**config.mk**
```make
export PLATFORM = sky130hd
export DESIGN_NAME = qrw_core
export DESIGN_NICKNAME = d
export VERILOG_FILES = /design/src/hdl/qrw_pkg.sv /design/src/hdl/qrw_page_buf.sv /design/src/hdl/qrw_skid.sv /design/src/hdl/qrw_core.sv
export SDC_FILE = /design/constraint.sdc
export NUM_CORES = 2
export LEC_CHECK = 0
export BUFFER_PORTS_ARGS = -buffer_cell sky130_fd_sc_hd__buf_2
export CORE_UTILIZATION = 40
export DETAILED_ROUTE_END_ITERATION = 8
export PLACE_DENSITY = 0.63
export SLEW_MARGIN = 20
export SYNTH_ARGS = -nofsm -noshare
export SYNTH_HDL_FRONTEND = slang
export SYNTH_SLANG_ARGS = --single-unit
```
**constraint.sdc**
```tcl
create_clock -name clk_i -period 5.2 [get_ports clk_i]
set_input_delay 1.04 -clock clk_i [delete_from_list [all_inputs] [get_ports clk_i]]
set_output_delay 1.04 -clock clk_i [all_outputs]
set_load 0.02 [all_outputs]
```
**src/hdl/qrw_pkg.sv**
```systemverilog
package qrw_pkg;

  // ----------------------------------------------------------------
  // Command codes
  // ----------------------------------------------------------------
  localparam logic [7:0] OP_QIO_READ3 = 8'hEB;
  localparam logic [7:0] OP_QIO_READ4 = 8'hEC;
  localparam logic [7:0] OP_WRAP_SET = 8'h77;
  localparam logic [7:0] OP_PARAM_SET = 8'hC0;
  localparam logic [7:0] OP_PROG3 = 8'h02;
  localparam logic [7:0] OP_PROG4 = 8'h12;

  // ----------------------------------------------------------------
  // Register layout and reset values
  // ----------------------------------------------------------------
  localparam logic [7:0] LATENCY_RESET = 8'h00;
  localparam logic [7:0] LATENCY_KEEP_MASK = 8'h70;
  localparam int LATENCY_LSB = 4;
  localparam int WRAP_DIS_POS = 4;
  localparam int WRAP_SIZE_LSB = 5;
  localparam logic WRAP_DIS_RESET = 1'b1;
  localparam logic [1:0] WRAP_SIZE_RESET = 2'h0;

  // ----------------------------------------------------------------
  // Last serial-clock index of each frame phase
  // ----------------------------------------------------------------
  localparam logic [5:0] OPC_LAST = 6'h07;
  localparam logic [5:0] QADDR3_LAST = 6'h05;
  localparam logic [5:0] QADDR4_LAST = 6'h07;
  localparam logic [5:0] SADDR3_LAST = 6'h17;
  localparam logic [5:0] SADDR4_LAST = 6'h1F;
  localparam logic [5:0] MODE_LAST = 6'h01;
  localparam logic [5:0] WDUM3_LAST = 6'h05;
  localparam logic [5:0] WDUM4_LAST = 6'h07;
  localparam logic [5:0] QBYTE_LAST = 6'h01;
  localparam logic [5:0] SBYTE_LAST = 6'h07;
  localparam logic [8:0] PAGE_END = 9'h100;

  // Dummy clocks per latency code, wrap masks per size code
  localparam logic [5:0] DUMMY_TABLE [8] = '{6'h06, 6'h06, 6'h06, 6'h08,
                                             6'h0A, 6'h0C, 6'h0E, 6'h10};
  localparam logic [7:0] WRAP_MASK_TABLE [4] = '{8'h07, 8'h0F, 8'h1F, 8'h3F};

  // ----------------------------------------------------------------
  // Types
  // ----------------------------------------------------------------
  typedef enum logic [3:0] {
    ST_IDLE, ST_OPCODE, ST_ADDR, ST_MODE, ST_DUMMY, ST_RDATA,
    ST_WDUMMY, ST_WBYTE, ST_PARAM, ST_PDATA, ST_IGNORE
  } qrw_state_type;

  typedef struct packed {
    logic [1:0] wrap_size_field;
    logic wrap_disable_bit;
  } qrw_wrap_type;

  typedef struct packed {
    logic [31:0] addr;
    logic [7:0] data;
  } qrw_prog_type;

  function automatic logic [31:0] qrw_next_addr(input logic [31:0] a,
                                                input qrw_wrap_type w);
    logic [7:0] m;
    logic [7:0] inc;
    m = WRAP_MASK_TABLE[w.wrap_size_field];
    inc = a[7:0] + 8'h01;
    if (w.wrap_disable_bit) begin
      qrw_next_addr = a + 32'h0000_0001;
    end else begin
      qrw_next_addr = {a[31:8], (a[7:0] & ~m) | (inc & m)};
    end
  endfunction

endpackage

```
**src/hdl/qrw_page_buf.sv**
```systemverilog
`timescale 1ns/1ps
module qrw_page_buf (
  input wire logic clk_i,
  input wire logic resetn_i,
  input wire logic ce_i,
  input wire logic we_i,
  input wire logic [7:0] waddr_i,
  input wire logic [7:0] wdata_i,
  input wire logic [7:0] raddr_i,
  output logic [7:0] rdata_o
);
  import qrw_pkg::*;

  logic [7:0] mem_ff [256];
  logic [7:0] rdata_ff;

  // Array itself has no reset; only loaded bytes are ever used
  always_ff @(posedge clk_i) begin
    if (ce_i && we_i) begin
      mem_ff[waddr_i] <= wdata_i;
    end
  end

  always_ff @(posedge clk_i) begin
    if (!resetn_i) begin
      rdata_ff <= 8'h00;
    end else if (ce_i) begin
      rdata_ff <= mem_ff[raddr_i];
    end
  end

  assign rdata_o = rdata_ff;
endmodule

```
**src/hdl/qrw_skid.sv**
```systemverilog
`timescale 1ns/1ps
module qrw_skid (
  input wire logic clk_i,
  input wire logic resetn_i,
  input wire logic ce_i,
  input wire logic flush_i,
  input wire logic in_valid_i,
  input wire logic [7:0] in_data_i,
  output logic in_ready_o,
  output logic out_valid_o,
  output logic [7:0] out_data_o,
  input wire logic out_ready_i
);
  import qrw_pkg::*;

  logic [7:0] ent_ff [2];
  logic [7:0] nxt_ent [2];
  logic rd_ptr_ff, nxt_rd_ptr;
  logic [1:0] cnt_ff, nxt_cnt;
  logic rdy_ff, nxt_rdy;
  logic push, pop;
  logic wr_ptr;

  always_comb begin
    push = in_valid_i && rdy_ff;
    pop = out_ready_i && (cnt_ff != 2'h0);
    wr_ptr = rd_ptr_ff ^ cnt_ff[0];
    nxt_ent = ent_ff;
    nxt_rd_ptr = rd_ptr_ff;
    nxt_cnt = cnt_ff;
    if (push) begin
      nxt_ent[wr_ptr] = in_data_i;
    end
    if (pop) begin
      nxt_rd_ptr = ~rd_ptr_ff;
    end
    nxt_cnt = cnt_ff + {1'b0, push} - {1'b0, pop};
    if (flush_i) begin
      nxt_cnt = 2'h0;
      nxt_rd_ptr = 1'b0;
    end
    nxt_rdy = (nxt_cnt != 2'h2);
  end

  always_ff @(posedge clk_i) begin
    if (!resetn_i) begin
      ent_ff <= '{8'h00, 8'h00};
      rd_ptr_ff <= 1'b0;
      cnt_ff <= 2'h0;
      rdy_ff <= 1'b1;
    end else if (ce_i) begin
      ent_ff <= nxt_ent;
      rd_ptr_ff <= nxt_rd_ptr;
      cnt_ff <= nxt_cnt;
      rdy_ff <= nxt_rdy;
    end
  end

  assign in_ready_o = rdy_ff;
  assign out_valid_o = (cnt_ff != 2'h0);
  assign out_data_o = ent_ff[rd_ptr_ff];
endmodule

```
**src/hdl/qrw_core.sv**
```systemverilog
// What this block does
// - Command ECh always takes a 32-bit address in either address mode.
// - Command ECh is accepted only in standard single-line serial mode.
// - With wrap on, read output wraps inside its aligned section until select rises.
// - Wrap setup is 77h, then 24 or 32 dummy bits, then one setting byte.
// - Bit 7 and bits 3 to 0 of the wrap setting byte are ignored.
// - Wrap disable bit 0 enables wrap, 1 disables it and voids the size.
// - Wrap size 00/01/10/11 selects 8/16/32/64 byte sections.
// - Stored wrap setting applies to all later quad reads until rewritten.
// - Wrap disable bit is 1 after power on and any reset.
// - In 4-byte address mode wrap setup carries 32 dummy bits.
// - Command C0h updates only the 3-bit dummy field, ignores wrap length bits.
// - Dummy codes 000-010 give 6 clocks, then 8,10,12,14,16.
// - Read parameter bits reset to zero, giving 6 dummy clocks.
// - Only the two quad reads use the configurable dummy count.
// - Page program is 02h, 24/32-bit address, data bytes on the single line.
// - Page program is rejected unless the write latch flag is set.
// - Program data wraps within its 256-byte page, overwriting earlier bytes.
// - Program runs only if select rises right after a data byte's eighth bit.
// - Busy stays 1 during the program cycle and clears when done.
// - Quad reads are accepted only with the quad I/O enable bit set.
`timescale 1ns/1ps
module qrw_core (
  input wire logic clk_i,
  input wire logic resetn_i,
  input wire logic ce_i,
  input wire logic spi_cs_n_i,
  input wire logic spi_sclk_i,
  input wire logic [3:0] spi_io_i,
  output logic [3:0] spi_io_o,
  output logic [3:0] spi_io_oe_o,
  input wire logic quad_io_enable_i,
  input wire logic quad_peripheral_mode_i,
  input wire logic addr4_mode_i,
  input wire logic write_latch_flag_i,
  input wire logic page_protected_i,
  output logic busy_o,
  output logic write_latch_clear_o,
  output logic rd_req_o,
  output logic [31:0] rd_addr_o,
  input wire logic rd_valid_i,
  input wire logic [7:0] rd_data_i,
  output logic rd_ready_o,
  output logic prog_we_o,
  output qrw_pkg::qrw_prog_type prog_o
);
  import qrw_pkg::*;

  // ----------------------------------------------------------------
  // Pin synchronisers
  // ----------------------------------------------------------------
  logic [2:0] cs_sync_ff, sclk_sync_ff;
  logic [3:0] io_s1_ff, io_s2_ff;

  always_ff @(posedge clk_i) begin
    if (!resetn_i) begin
      cs_sync_ff <= 3'h7;
      sclk_sync_ff <= 3'h0;
      io_s1_ff <= 4'h0;
      io_s2_ff <= 4'h0;
    end else if (ce_i) begin
      cs_sync_ff <= {cs_sync_ff[1:0], spi_cs_n_i};
      sclk_sync_ff <= {sclk_sync_ff[1:0], spi_sclk_i};
      io_s1_ff <= spi_io_i;
      io_s2_ff <= io_s1_ff;
    end
  end

  logic cs_high, cs_rise, cs_fall, sclk_rise, sclk_fall;
  assign cs_high = cs_sync_ff[1];
  assign cs_rise = cs_sync_ff[1] && !cs_sync_ff[2];
  assign cs_fall = !cs_sync_ff[1] && cs_sync_ff[2];
  assign sclk_rise = sclk_sync_ff[1] && !sclk_sync_ff[2];
  assign sclk_fall = !sclk_sync_ff[1] && sclk_sync_ff[2];

  // ----------------------------------------------------------------
  // Frame decoder, configuration and read data path
  // ----------------------------------------------------------------
  qrw_state_type state_ff, nxt_state;
  logic [5:0] cnt_ff, nxt_cnt;
  logic [31:0] sh_ff, nxt_sh;
  logic quad_ff, nxt_quad, is4_ff, nxt_is4;
  logic [31:0] addr_ff, nxt_addr, fetch_ff, nxt_fetch, rdaddr_ff, nxt_rdaddr;
  qrw_wrap_type burst_wrap_setting_ff, nxt_wrap;
  logic [7:0] read_latency_config_ff, nxt_latency;
  logic pend_ff, nxt_pend, rdreq_ff, nxt_rdreq;
  logic [7:0] out_ff, nxt_out, pofs_ff, nxt_pofs;
  logic nib_hi_ff, nxt_nib_hi, anyb_ff, nxt_anyb, go_ff, nxt_go;
  logic [3:0] io_ff, nxt_io, oe_ff, nxt_oe;
  logic [255:0] mask_ff, nxt_mask;
  logic buf_we, skid_pop, skid_in_ready, skid_valid, reading;
  logic [7:0] skid_data, buf_rdata, byte_s;
  logic [31:0] sh_s, sh_q;
  logic engine_busy;

  always_comb begin
    nxt_state = state_ff;
    nxt_cnt = cnt_ff;
    nxt_sh = sh_ff;
    nxt_quad = quad_ff;
    nxt_is4 = is4_ff;
    nxt_addr = addr_ff;
    nxt_fetch = fetch_ff;
    nxt_rdaddr = rdaddr_ff;
    nxt_wrap = burst_wrap_setting_ff;
    nxt_latency = read_latency_config_ff;
    nxt_pend = pend_ff && !rd_valid_i;
    nxt_rdreq = 1'b0;
    nxt_out = out_ff;
    nxt_nib_hi = nib_hi_ff;
    nxt_io = io_ff;
    nxt_oe = oe_ff;
    nxt_pofs = pofs_ff;
    nxt_anyb = anyb_ff;
    nxt_mask = mask_ff;
    nxt_go = 1'b0;
    buf_we = 1'b0;
    skid_pop = 1'b0;
    sh_s = {sh_ff[30:0], io_s2_ff[0]};
    sh_q = {sh_ff[27:0], io_s2_ff};
    byte_s = sh_s[7:0];
    if (cs_high) begin
      nxt_oe = 4'h0;
      nxt_state = ST_IDLE;
      // Whole bytes only, and never on a protected page
      if (cs_rise && state_ff == ST_PDATA && cnt_ff == 6'h00 && anyb_ff &&
          !page_protected_i) begin
        nxt_go = 1'b1;
      end
    end else if (cs_fall) begin
      nxt_cnt = 6'h00;
      nxt_oe = 4'h0;
      // Quad peripheral mode frames are not decoded here at all
      nxt_state = (engine_busy || quad_peripheral_mode_i) ? ST_IGNORE : ST_OPCODE;
    end else if (sclk_rise) begin
      nxt_cnt = cnt_ff + 6'h01;
      unique case (state_ff)
        ST_OPCODE: begin
          nxt_sh = sh_s;
          if (cnt_ff == OPC_LAST) begin
            nxt_cnt = 6'h00;
            nxt_state = ST_IGNORE;
            nxt_quad = 1'b0;
            nxt_is4 = addr4_mode_i;
            if ((byte_s == OP_QIO_READ3 || byte_s == OP_QIO_READ4) &&
                quad_io_enable_i) begin
              nxt_state = ST_ADDR;
              nxt_quad = 1'b1;
              nxt_is4 = addr4_mode_i || (byte_s == OP_QIO_READ4);
            end else if (byte_s == OP_WRAP_SET) begin
              nxt_state = ST_WDUMMY;
            end else if (byte_s == OP_PARAM_SET) begin
              nxt_state = ST_PARAM;
            end else if ((byte_s == OP_PROG3 || byte_s == OP_PROG4) &&
                         write_latch_flag_i) begin
              nxt_state = ST_ADDR;
              nxt_is4 = addr4_mode_i || (byte_s == OP_PROG4);
            end
          end
        end
        ST_ADDR: begin
          nxt_sh = quad_ff ? sh_q : sh_s;
          if (cnt_ff == (quad_ff ? (is4_ff ? QADDR4_LAST : QADDR3_LAST)
                                 : (is4_ff ? SADDR4_LAST : SADDR3_LAST))) begin
            nxt_cnt = 6'h00;
            nxt_addr = is4_ff ? nxt_sh : {8'h00, nxt_sh[23:0]};
            nxt_fetch = nxt_addr;
            nxt_pofs = nxt_addr[7:0];
            nxt_mask = '0;
            nxt_anyb = 1'b0;
            nxt_state = quad_ff ? ST_MODE : ST_PDATA;
          end
        end
        ST_MODE: begin
          if (cnt_ff == MODE_LAST) begin
            nxt_cnt = 6'h00;
            nxt_state = ST_DUMMY;
          end
        end
        ST_DUMMY: begin
          // Configured latency serves only these quad reads
          if (cnt_ff == DUMMY_TABLE[read_latency_config_ff[LATENCY_LSB +: 3]] - 6'h01) begin
            nxt_cnt = 6'h00;
            nxt_state = ST_RDATA;
            nxt_nib_hi = 1'b1;
          end
        end
        ST_WDUMMY: begin
          if (cnt_ff == (addr4_mode_i ? WDUM4_LAST : WDUM3_LAST)) begin
            nxt_cnt = 6'h00;
            nxt_state = ST_WBYTE;
          end
        end
        ST_WBYTE: begin
          nxt_sh = sh_q;
          if (cnt_ff == QBYTE_LAST) begin
            // Only bits 6 to 4 are kept
            nxt_wrap.wrap_disable_bit = sh_q[WRAP_DIS_POS];
            nxt_wrap.wrap_size_field = sh_q[WRAP_SIZE_LSB +: 2];
            nxt_state = ST_IGNORE;
          end
        end
        ST_PARAM: begin
          nxt_sh = sh_s;
          if (cnt_ff == SBYTE_LAST) begin
            nxt_latency = (read_latency_config_ff & ~LATENCY_KEEP_MASK) |
                          (byte_s & LATENCY_KEEP_MASK);
            nxt_state = ST_IGNORE;
          end
        end
        ST_PDATA: begin
          nxt_sh = sh_s;
          if (cnt_ff == SBYTE_LAST) begin
            nxt_cnt = 6'h00;
            buf_we = 1'b1;
            nxt_mask[pofs_ff] = 1'b1;
            nxt_pofs = pofs_ff + 8'h01;
            nxt_anyb = 1'b1;
          end
        end
        default: begin
          nxt_cnt = cnt_ff;
        end
      endcase
    end else if (sclk_fall && state_ff == ST_RDATA) begin
      nxt_oe = 4'hF;
      nxt_nib_hi = !nib_hi_ff;
      if (nib_hi_ff) begin
        skid_pop = skid_valid;
        nxt_out = skid_valid ? skid_data : 8'hFF;
        nxt_io = nxt_out[7:4];
      end else begin
        nxt_io = out_ff[3:0];
      end
    end
    // Prefetch one byte at a time into the two-entry buffer
    if (reading && !pend_ff && skid_in_ready) begin
      nxt_rdreq = 1'b1;
      nxt_pend = 1'b1;
      nxt_rdaddr = fetch_ff;
      nxt_fetch = qrw_next_addr(fetch_ff, burst_wrap_setting_ff);
    end
  end

  assign reading = (state_ff == ST_DUMMY || state_ff == ST_RDATA) && !cs_high;

  always_ff @(posedge clk_i) begin
    if (!resetn_i) begin
      state_ff <= ST_IDLE;
      cnt_ff <= 6'h00;
      sh_ff <= 32'h0000_0000;
      quad_ff <= 1'b0;
      is4_ff <= 1'b0;
      addr_ff <= 32'h0000_0000;
      fetch_ff <= 32'h0000_0000;
      rdaddr_ff <= 32'h0000_0000;
      burst_wrap_setting_ff <= '{wrap_size_field: WRAP_SIZE_RESET,
                                 wrap_disable_bit: WRAP_DIS_RESET};
      read_latency_config_ff <= LATENCY_RESET;
      pend_ff <= 1'b0;
      rdreq_ff <= 1'b0;
      out_ff <= 8'h00;
      nib_hi_ff <= 1'b0;
      io_ff <= 4'h0;
      oe_ff <= 4'h0;
      pofs_ff <= 8'h00;
      anyb_ff <= 1'b0;
      mask_ff <= '0;
      go_ff <= 1'b0;
    end else if (ce_i) begin
      state_ff <= nxt_state;
      cnt_ff <= nxt_cnt;
      sh_ff <= nxt_sh;
      quad_ff <= nxt_quad;
      is4_ff <= nxt_is4;
      addr_ff <= nxt_addr;
      fetch_ff <= nxt_fetch;
      rdaddr_ff <= nxt_rdaddr;
      burst_wrap_setting_ff <= nxt_wrap;
      read_latency_config_ff <= nxt_latency;
      pend_ff <= nxt_pend;
      rdreq_ff <= nxt_rdreq;
      out_ff <= nxt_out;
      nib_hi_ff <= nxt_nib_hi;
      io_ff <= nxt_io;
      oe_ff <= nxt_oe;
      pofs_ff <= nxt_pofs;
      anyb_ff <= nxt_anyb;
      mask_ff <= nxt_mask;
      go_ff <= nxt_go;
    end
  end

  // Late answers after select rises are dropped, not buffered
  qrw_skid u_skid (
    .clk_i(clk_i),
    .resetn_i(resetn_i),
    .ce_i(ce_i),
    .flush_i(cs_high),
    .in_valid_i(rd_valid_i && reading),
    .in_data_i(rd_data_i),
    .in_ready_o(skid_in_ready),
    .out_valid_o(skid_valid),
    .out_data_o(skid_data),
    .out_ready_i(skid_pop)
  );

  // ----------------------------------------------------------------
  // Program engine
  // ----------------------------------------------------------------
  logic run_ff, nxt_run, vld_d_ff, nxt_vld_d, busy_ff, nxt_busy;
  logic [8:0] idx_ff, nxt_idx;
  logic [7:0] idx_d_ff, nxt_idx_d;
  logic pwe_ff, nxt_pwe, wclr_ff, nxt_wclr;
  qrw_prog_type prog_ff, nxt_prog;

  always_comb begin
    nxt_run = run_ff;
    nxt_idx = idx_ff;
    nxt_vld_d = 1'b0;
    nxt_idx_d = idx_ff[7:0];
    nxt_busy = busy_ff;
    nxt_pwe = 1'b0;
    nxt_wclr = 1'b0;
    nxt_prog = prog_ff;
    if (go_ff) begin
      nxt_busy = 1'b1;
      nxt_run = 1'b1;
      nxt_idx = 9'h000;
    end else if (run_ff) begin
      nxt_vld_d = 1'b1;
      nxt_idx = idx_ff + 9'h001;
      nxt_run = (nxt_idx != PAGE_END);
    end else if (busy_ff && !vld_d_ff) begin
      nxt_busy = 1'b0;
      nxt_wclr = 1'b1;
    end
    // Only bytes loaded in this frame are written, all in one page
    if (vld_d_ff && mask_ff[idx_d_ff]) begin
      nxt_pwe = 1'b1;
      nxt_prog.addr = {addr_ff[31:8], idx_d_ff};
      nxt_prog.data = buf_rdata;
    end
  end

  always_ff @(posedge clk_i) begin
    if (!resetn_i) begin
      run_ff <= 1'b0;
      idx_ff <= 9'h000;
      vld_d_ff <= 1'b0;
      idx_d_ff <= 8'h00;
      busy_ff <= 1'b0;
      pwe_ff <= 1'b0;
      wclr_ff <= 1'b0;
      prog_ff <= '0;
    end else if (ce_i) begin
      run_ff <= nxt_run;
      idx_ff <= nxt_idx;
      vld_d_ff <= nxt_vld_d;
      idx_d_ff <= nxt_idx_d;
      busy_ff <= nxt_busy;
      pwe_ff <= nxt_pwe;
      wclr_ff <= nxt_wclr;
      prog_ff <= nxt_prog;
    end
  end

  assign engine_busy = busy_ff || go_ff;

  qrw_page_buf u_page (
    .clk_i(clk_i),
    .resetn_i(resetn_i),
    .ce_i(ce_i),
    .we_i(buf_we),
    .waddr_i(pofs_ff),
    .wdata_i(byte_s),
    .raddr_i(idx_ff[7:0]),
    .rdata_o(buf_rdata)
  );

  assign spi_io_o = io_ff;
  assign spi_io_oe_o = oe_ff;
  assign busy_o = busy_ff;
  assign write_latch_clear_o = wclr_ff;
  assign rd_req_o = rdreq_ff;
  assign rd_addr_o = rdaddr_ff;
  assign rd_ready_o = skid_in_ready;
  assign prog_we_o = pwe_ff;
  assign prog_o = prog_ff;

  // ----------------------------------------------------------------
  // Checks
  // ----------------------------------------------------------------
  chk_busy_start: assert property (@(posedge clk_i) disable iff (!resetn_i)
    ce_i && go_ff |=> busy_ff ##1 (busy_ff || !ce_i)) else $error("busy not raised");
  chk_protect_block: assert property (@(posedge clk_i) disable iff (!resetn_i)
    ce_i && page_protected_i && !engine_busy |=> !go_ff) else $error("protected page programmed");
  chk_partial_byte: assert property (@(posedge clk_i) disable iff (!resetn_i)
    ce_i && cs_rise && cnt_ff != 6'h00 |=> !go_ff) else $error("partial byte started program");
  chk_param_bits: assert property (@(posedge clk_i) disable iff (!resetn_i)
    (read_latency_config_ff & ~LATENCY_KEEP_MASK) == 8'h00) else $error("latency bits leaked");
  chk_prog_page: assert property (@(posedge clk_i) disable iff (!resetn_i)
    prog_we_o |-> prog_o.addr[31:8] == addr_ff[31:8]) else $error("program left its page");
  chk_fetch_wrap: assert property (@(posedge clk_i) disable iff (!resetn_i)
    rdreq_ff && !burst_wrap_setting_ff.wrap_disable_bit |->
    ((rdaddr_ff[7:0] ^ addr_ff[7:0]) &
     ~WRAP_MASK_TABLE[burst_wrap_setting_ff.wrap_size_field]) == 8'h00 &&
    rdaddr_ff[31:8] == addr_ff[31:8]) else $error("fetch left wrap section");
  chk_mode_gate: assert property (@(posedge clk_i) disable iff (!resetn_i)
    ce_i && cs_fall && quad_peripheral_mode_i |=> state_ff == ST_IGNORE)
    else $error("frame decoded in quad peripheral mode");
  chk_latch_gate: assert property (@(posedge clk_i) disable iff (!resetn_i)
    ce_i && sclk_rise && !cs_high && state_ff == ST_OPCODE && cnt_ff == OPC_LAST &&
    (byte_s == OP_PROG3 || byte_s == OP_PROG4) && !write_latch_flag_i
    |=> state_ff == ST_IGNORE) else $error("program taken without latch flag");
  chk_busy_end: assert property (@(posedge clk_i) disable iff (!resetn_i)
    ce_i && busy_ff && !run_ff && !vld_d_ff && !go_ff |=> !busy_o && write_latch_clear_o)
    else $error("busy did not clear");
endmodule

```
---- Word-level counts from Yosys, hierarchy flattened ----
Memories as Yosys holds them, arrays and structs flattened. A register that Yosys moved wholly into a read port is not among the register bits.
Index checks and enable logic that the tools add are counted.
word-level totals
  flip-flop bits (word level) ............. 527
  memory bits (writable) .................. 2048
  memory bits (read-only) ................. 48
  input bits .............................. 23
  output and inout port bits .............. 85
  logic and storage cells ................. 300
  memories ................................ 2
memories
  name              depth  bits a word  rd ports  clocked after memory_dff  write ports  line                RTL
  u_page.mem_ff     256    8            1         1                         1            qrw_page_buf.sv:14  logic [7:0] mem_ff [256];
  (name not given)  8      6            1         0                         0            qrw_core.sv:182     if (cnt_ff == DUMMY_TABLE[read_latency_config_ff[LATENCY_LSB +: 3]] - 6'h01) begin
operators by class
  add/subtract/negate cells ............... 8
  magnitude comparators ................... 8
  equal/unequal tests ..................... 38
  muxes and demuxes ....................... 110
  bitwise operators ....................... 15
  reductions and logical operators ........ 79
operator list
  kind                                                         count
  two-way mux 256 bit                                          2
  one-hot mux 256 bit (2 select lines)                         1
  two-way mux 32 bit                                           9
  OR 256 bit                                                   1
  one-hot mux 31 bit (3 select lines)                          1
  two-way mux 4 bit                                            22
  two-way mux 8 bit                                            9
  two-way mux 6 bit                                            9
  two-way mux 1 bit                                            42
  AND reduction 6 bit                                          7
  one-hot mux 6 bit (6 select lines)                           1
  adder 32 x 1 -> 32 bit (second input constant)               1
  inequality test 4 bit (second input constant)                7
  one-hot mux 4 bit (7 select lines)                           1
  equality test 8 bit (second input constant)                  3
  logical AND 1 bit                                            23
  nonzero test 2 bit                                           10
  less-than comparator 8 x 9 -> 1 bit (second input constant)  2
  two-way mux 9 bit                                            2
  adder 8 x 1 -> 8 bit (second input constant)                 2
  bitwise AND 8 bit                                            2
  binary-select mux 8 bit (select 2 bit)                       1
  bitwise mux 16 bit                                           1
  equality test 4 x 3 -> 1 bit (second input constant)         4
  other kinds (54)                                             95

---- Longest topological paths before layout ----
  depth in word-level cells ............... 12
  depth in mapped cells ................... 13
  depth with buffers taken out ............ 11

---- Hierarchy ----
A second synthesis with hierarchy kept.
unflattened totals
  cells, all modules ...................... 6502
  area, all modules ....................... 103192.7 sq um
modules (own cells, without submodules)
  module        instances  cells an instance  area each (sq um)  seq. area each (sq um)
  qrw_page_buf  1          3898               80761.2            61659.1
  qrw_core      1          2497               21449.3            9829.4
  qrw_skid      1          107                982.2              400.4

---- Least setup slack after synthesis ----
No wires, ideal clock.
  path kind ............................... flip-flop to flip-flop
  start point ............................. reg sh_ff[5]
  end point ............................... reg state_ff[3]
  setup time .............................. 0.115 ns
  data arrival time ....................... 4.941 ns
  data required time ...................... 5.085 ns
  slack ................................... 0.144 ns
  stages on the path, launching flop included .. 8
  path buffers ............................ 1
  clock period less this slack ............ 5.056 ns
  cells stage by stage .................... dfxtp_1 -> clkbuf_1 -> nand3b_1 -> a211oi_1 -> nor4_1 -> o41ai_1 -> mux2i_1 -> and2_1
on the way
  cells in the longest elaborated chain, start to end .. 12
  elaborated cells on any way between the ends .. 19
  those cells by class .................... eq/ne (6); mux (9); reduce/logical (4)
ends and longest elaborated chain
  element                                                                              line             RTL
  start: declaration                                                                   qrw_core.sv:81   logic [31:0] sh_ff, nxt_sh;
  start signal: assignment                                                             qrw_core.sv:273  sh_ff <= nxt_sh;
  equality test 8 x 2 -> 1 bit / equality test 8 x 5 -> 1 bit (equally long branches)  qrw_core.sv:154  end else if ((byte_s == OP_PROG3 || byte_s == OP_PROG4) &&
  logical OR 1 bit                                                                     qrw_core.sv:154
  logical AND 1 bit                                                                    qrw_core.sv:154
  two-way mux 4 bit                                                                    qrw_core.sv:154
  two-way mux 4 bit                                                                    qrw_core.sv:152  end else if (byte_s == OP_PARAM_SET) begin
  two-way mux 4 bit                                                                    qrw_core.sv:150  end else if (byte_s == OP_WRAP_SET) begin
  two-way mux 4 bit (*)                                                                qrw_core.sv:145  if ((byte_s == OP_QIO_READ3 || byte_s == OP_QIO_READ4) &&
  two-way mux 4 bit (*)                                                                qrw_core.sv:140  if (cnt_ff == OPC_LAST) begin
  one-hot mux 4 bit (7 select lines) (*)                                               qrw_core.sv:137  unique case (state_ff)
  two-way mux 4 bit (*)                                                                qrw_core.sv:135  end else if (sclk_rise) begin
  two-way mux 4 bit (*)                                                                qrw_core.sv:130  end else if (cs_fall) begin
  two-way mux 4 bit (*)                                                                qrw_core.sv:122  if (cs_high) begin
  end signal: assignment                                                               qrw_core.sv:271  state_ff <= nxt_state;
  end: declaration                                                                     qrw_core.sv:79   qrw_state_type state_ff, nxt_state;
Mark *: on every way between the ends. The rest lies on a longest branch, timed or not. The select of a mux whose other input is x is not followed.
A chain may end at the register's enable or synchronous reset.

---- Final worst setup path ----
  start point ............................. reg state_ff[3]
  end point ............................... mem u_page.mem_ff[99][5], enable pin
on the way
  cells in the longest elaborated chain, start to end .. 8
ends and longest elaborated chain
  element                                  line                RTL
  equality test 4 bit                      qrw_core.sv:137
  two-way mux 1 bit                        qrw_core.sv:137
  two-way mux 1 bit                        qrw_core.sv:135
  two-way mux 1 bit                        qrw_core.sv:130
  two-way mux 1 bit                        qrw_core.sv:122
  logical AND 1 bit                        qrw_page_buf.sv:19  if (ce_i && we_i) begin
  two-way mux 1 bit                        qrw_page_buf.sv:19
  two-way mux 1 bit (not written as such)  qrw_page_buf.sv:20  mem_ff[waddr_i] <= wdata_i;
  end: declaration                         qrw_page_buf.sv:14
Every way passes these cells.

==> out/qor.txt <==
fin crit period: 4.115 ns
fin. max-slew vios: 0
RR Endpoint: u_page.mem_ff[99][5]
Worst setup EP type: register
prevailing post-synth register cell: edfxtp_1
Clk pin slew, worst setup/hold paths: 0.06 ns
post-layout net count: 6,118
clock network fraction of design power: 0.456
CTS tree: yes
Required @ worst endpoint: 5.73 ns
Sw Pwr: 7.879 mW
WL/cell: 26.82 µm
CTS Sinks: 2,567
Comb power frac: 0.005
Mapped Cells: 5,923
#FFs+latches synth: 2,567
Yosys cell types: 83
Post-CTS Resized: 0
Avg Inst Size Synth: 17.17 µm²
Seq. cell area: 0.07194 mm²
vias in the first global route: 55,050
number of flops mapped to enable cells by yosys: 2,048
Post-DRT Antenna Nets: 0
CORE AREA: 0.2521 mm²
Multi-input gate area: 0.02785 mm²
Root Buffer: clkbuf_16
hold path cells: 3
Mapped Area: 0.1017 mm²
top-area cell type share of the netlist area: 0.6048
Setup CP Type: reg -> reg
clk_skew: 0.05806 ns
RSZ-0062 raised after global routing: false
R2R depth: 8
Pwr Total: 40.60 mW
sequential element share of the synthesized area: 0.7070
Worst VDD drop: 0.2402 mV
Final period util: 0.7913
CP max FO: 19
Final Hold Vio Count: 0
TritonCTS Buffers: 279
most common library cell in the layout ignoring fill and taps: edfxtp_1
via count: 55,850
WHS: 0.3965 ns
final setup TNS: 0 ns
Critical Path AT: 4.64 ns
Hold-fix buffers, CTS: 0
biggest area consumer among synthesized cells: edfxtp_1
Flop pwr share: 0.539
final setup vio count: 0
GRT Overall Usage: 0.1998
largest net degree at the start of global routing: 191
RR Startpoint: state_ff[3]
number of H-tree levels: 5
final core occ: 0.4559
area of the die: 0.2562 mm²
critical path launch point: state_ff[3]
Vias/cell: 5.802
Design Area, Final: 0.1149 mm²
Mapped Nets: 5,957
Startpoint Class: register
hold path startpoint: spi_cs_n_i
Layout fillers: 21,240
share of flip-flops with an asynchronous set or reset after synthesis: 0
Clk Latency, worst-skew pair: 0.92 ns
DIE WIDTH: 506.2 µm
# IOs: 108
Buffers on Ports: 107
Remaining DRCs: 0
pwr dens: 353.3 mW/mm²
Syn-to-layout area delta: 13.02%
Slew @ Worst Pin: 1.112 ns
drt initial violations: 6,193
clock buffer depth: 4
GPL Wtd Cong: 0.8457
outcome: finished, final reports clean
layout cells sized above 1: 0.2279
yosys warns: 0
total grt overflow: 0
setup slack, reg-to-reg: 1.09 ns
Cell Area, Placed: 0.1065 mm²
Max Fclk: 0.2430 GHz
Detailed Routing Iterations Pass 1: 8
row count: 184
worst hold path class: in -> reg
most frequent cells in the layout: 2,048 x edfxtp_1, 718 x nor2_1, 690 x mux4_2
maxcap violations: 0
Pint: 32.72 mW
global-route wire length before repair: 380,700 µm
post-CTS setup buffer count: 0
Routed WL: 258,200 µm
HPWL after DPL: 157,300 µm
Synth area leaders: edfxtp_1 60%, mux4_2 15%, dfxtp_1 10%
switch share: 0.1941
initial core utilization: 0.4034
initial antenna violation count: 7
Lkg Pwr: 32.15 nW
Die Y: 506.2 µm
Hold Path Sink: cs_sync_ff[0]
Slew HR: 0.2547
cell families after synthesis:
| kind of cell | after synthesis | synth area share |
|---|---|---|
| xor+xnor | 12 | 0.001034 |
| mux | 902 | 0.1756 |
| flops | 2567 | 0.7070 |
| buf+inv | 452 | 0.02013 |
| fa+ha+maj | 11 | 0.001353 |
| compound gates | 685 | 0.04097 |
| simple gates | 1294 | 0.05397 |
critical path, cell delays in order, from the launching register on:
cell and delay, ns:
dfxtp_1 0.68, inv_1 0.23, nor3_1 0.26, buf_4 0.19, nand2_1 0.17, nor3_2 0.73, nand2_1 0.47, buf_12 0.29
nor2_1 0.62
per-stage QoR:
stage / cells / setup WS [ns]
after global routing: 9626 / 0.8921
after floorplan: 5923 / 0.1443
after global placement: 9150 / 0.07976
final: 9626 / 1.085
after CTS: 9623 / 1.242
after detailed placement: 9150 / 0.6226
registers in the layout, indices dropped and copies added (netlist names), 9 cells and up, named ones only:
register / cells
idx_ff: 9
u_page.mem_ff: 2048
mask_ff: 256
fetch_ff: 29
rd_addr_o: 32
sh_ff: 31
u_skid.ent_ff: 16
addr_ff: 24
prog_o: 40
cells in the mapped netlist, types with 7 or more instances:
master        n
nor2_1      724
mux4_1        8
a2111oi_0     8
buf_1        38
a31oi_1      23
inv_1        24
nand4_1      16
clkbuf_1    236
nand2_1     303
dfxtp_1     519
a21oi_1     379
nor4b_1       7
a221o_1       7
a311oi_1      9
a211oi_1     71
nor4_1       14
mux2_2       14
buf_4        10
o211a_1       7
o221ai_1     23
mux2i_1     187
and4_1        9
nand2b_1      9
and2_1       19
buf_12        7
buf_2       123
o22ai_1      16
edfxtp_1   2048
nand3b_1      9
nor3_1       44
and3_1       33
mux4_2      690
nor2b_1      20
o21ai_0      72
ha_1         11
nand3_1      60
power by group through the flow:
stage	sequential (mW)	clock (mW)	combinational [mW]
2_1_floorplan	22.3	0	0.109
3_3_place_gp	22.3	0	0.179
3_5_place_dp	22.3	0	0.181
4_1_cts	21.9	18.8	0.182
5_1_grt	21.9	19.6	0.196
6_report	21.9	18.5	0.183
worst max-delay path by stage:
stage | endpoint | slack [ns]
after global placement | u_page.mem_ff[99][5] | 0.08
final | u_page.mem_ff[99][5] | 1.09
after floorplan | state_ff[3] | 0.14
after CTS | u_page.rdata_o[6] | 1.24
after detailed placement | u_page.mem_ff[99][3] | 0.62
after global routing | u_page.mem_ff[147][6] | 0.89
metal layers:
| metal | vias up | share of wire | GRT usage | wire length, µm |
|---|---|---|---|---|
| li1 | 23720 | - | - | - |
| met5 | - | 0 | 0 | 0 |
| met1 | 29310 | 0.42 | 0.2808 | 107400 |
| met2 | 2445 | 0.48 | 0.3227 | 124800 |
| met4 | 0 | 0.024 | 0.05360 | 6082 |
| met3 | 382 | 0.077 | 0.03286 | 19930 |
layout make-up:
class | instances | share of cell area
repair buffers | 302 | 0.02075
inverters | 30 | 0.001078
diodes | 2 | 0.00004355
multi-input cells | 2904 | 0.2423
well taps | 3348 | 0.03645
flip-flops and latches | 2567 | 0.6260
clock inverters | 111 | 0.007545
clock buffers | 362 | 0.06580
(Power assumes the default switching activity.)
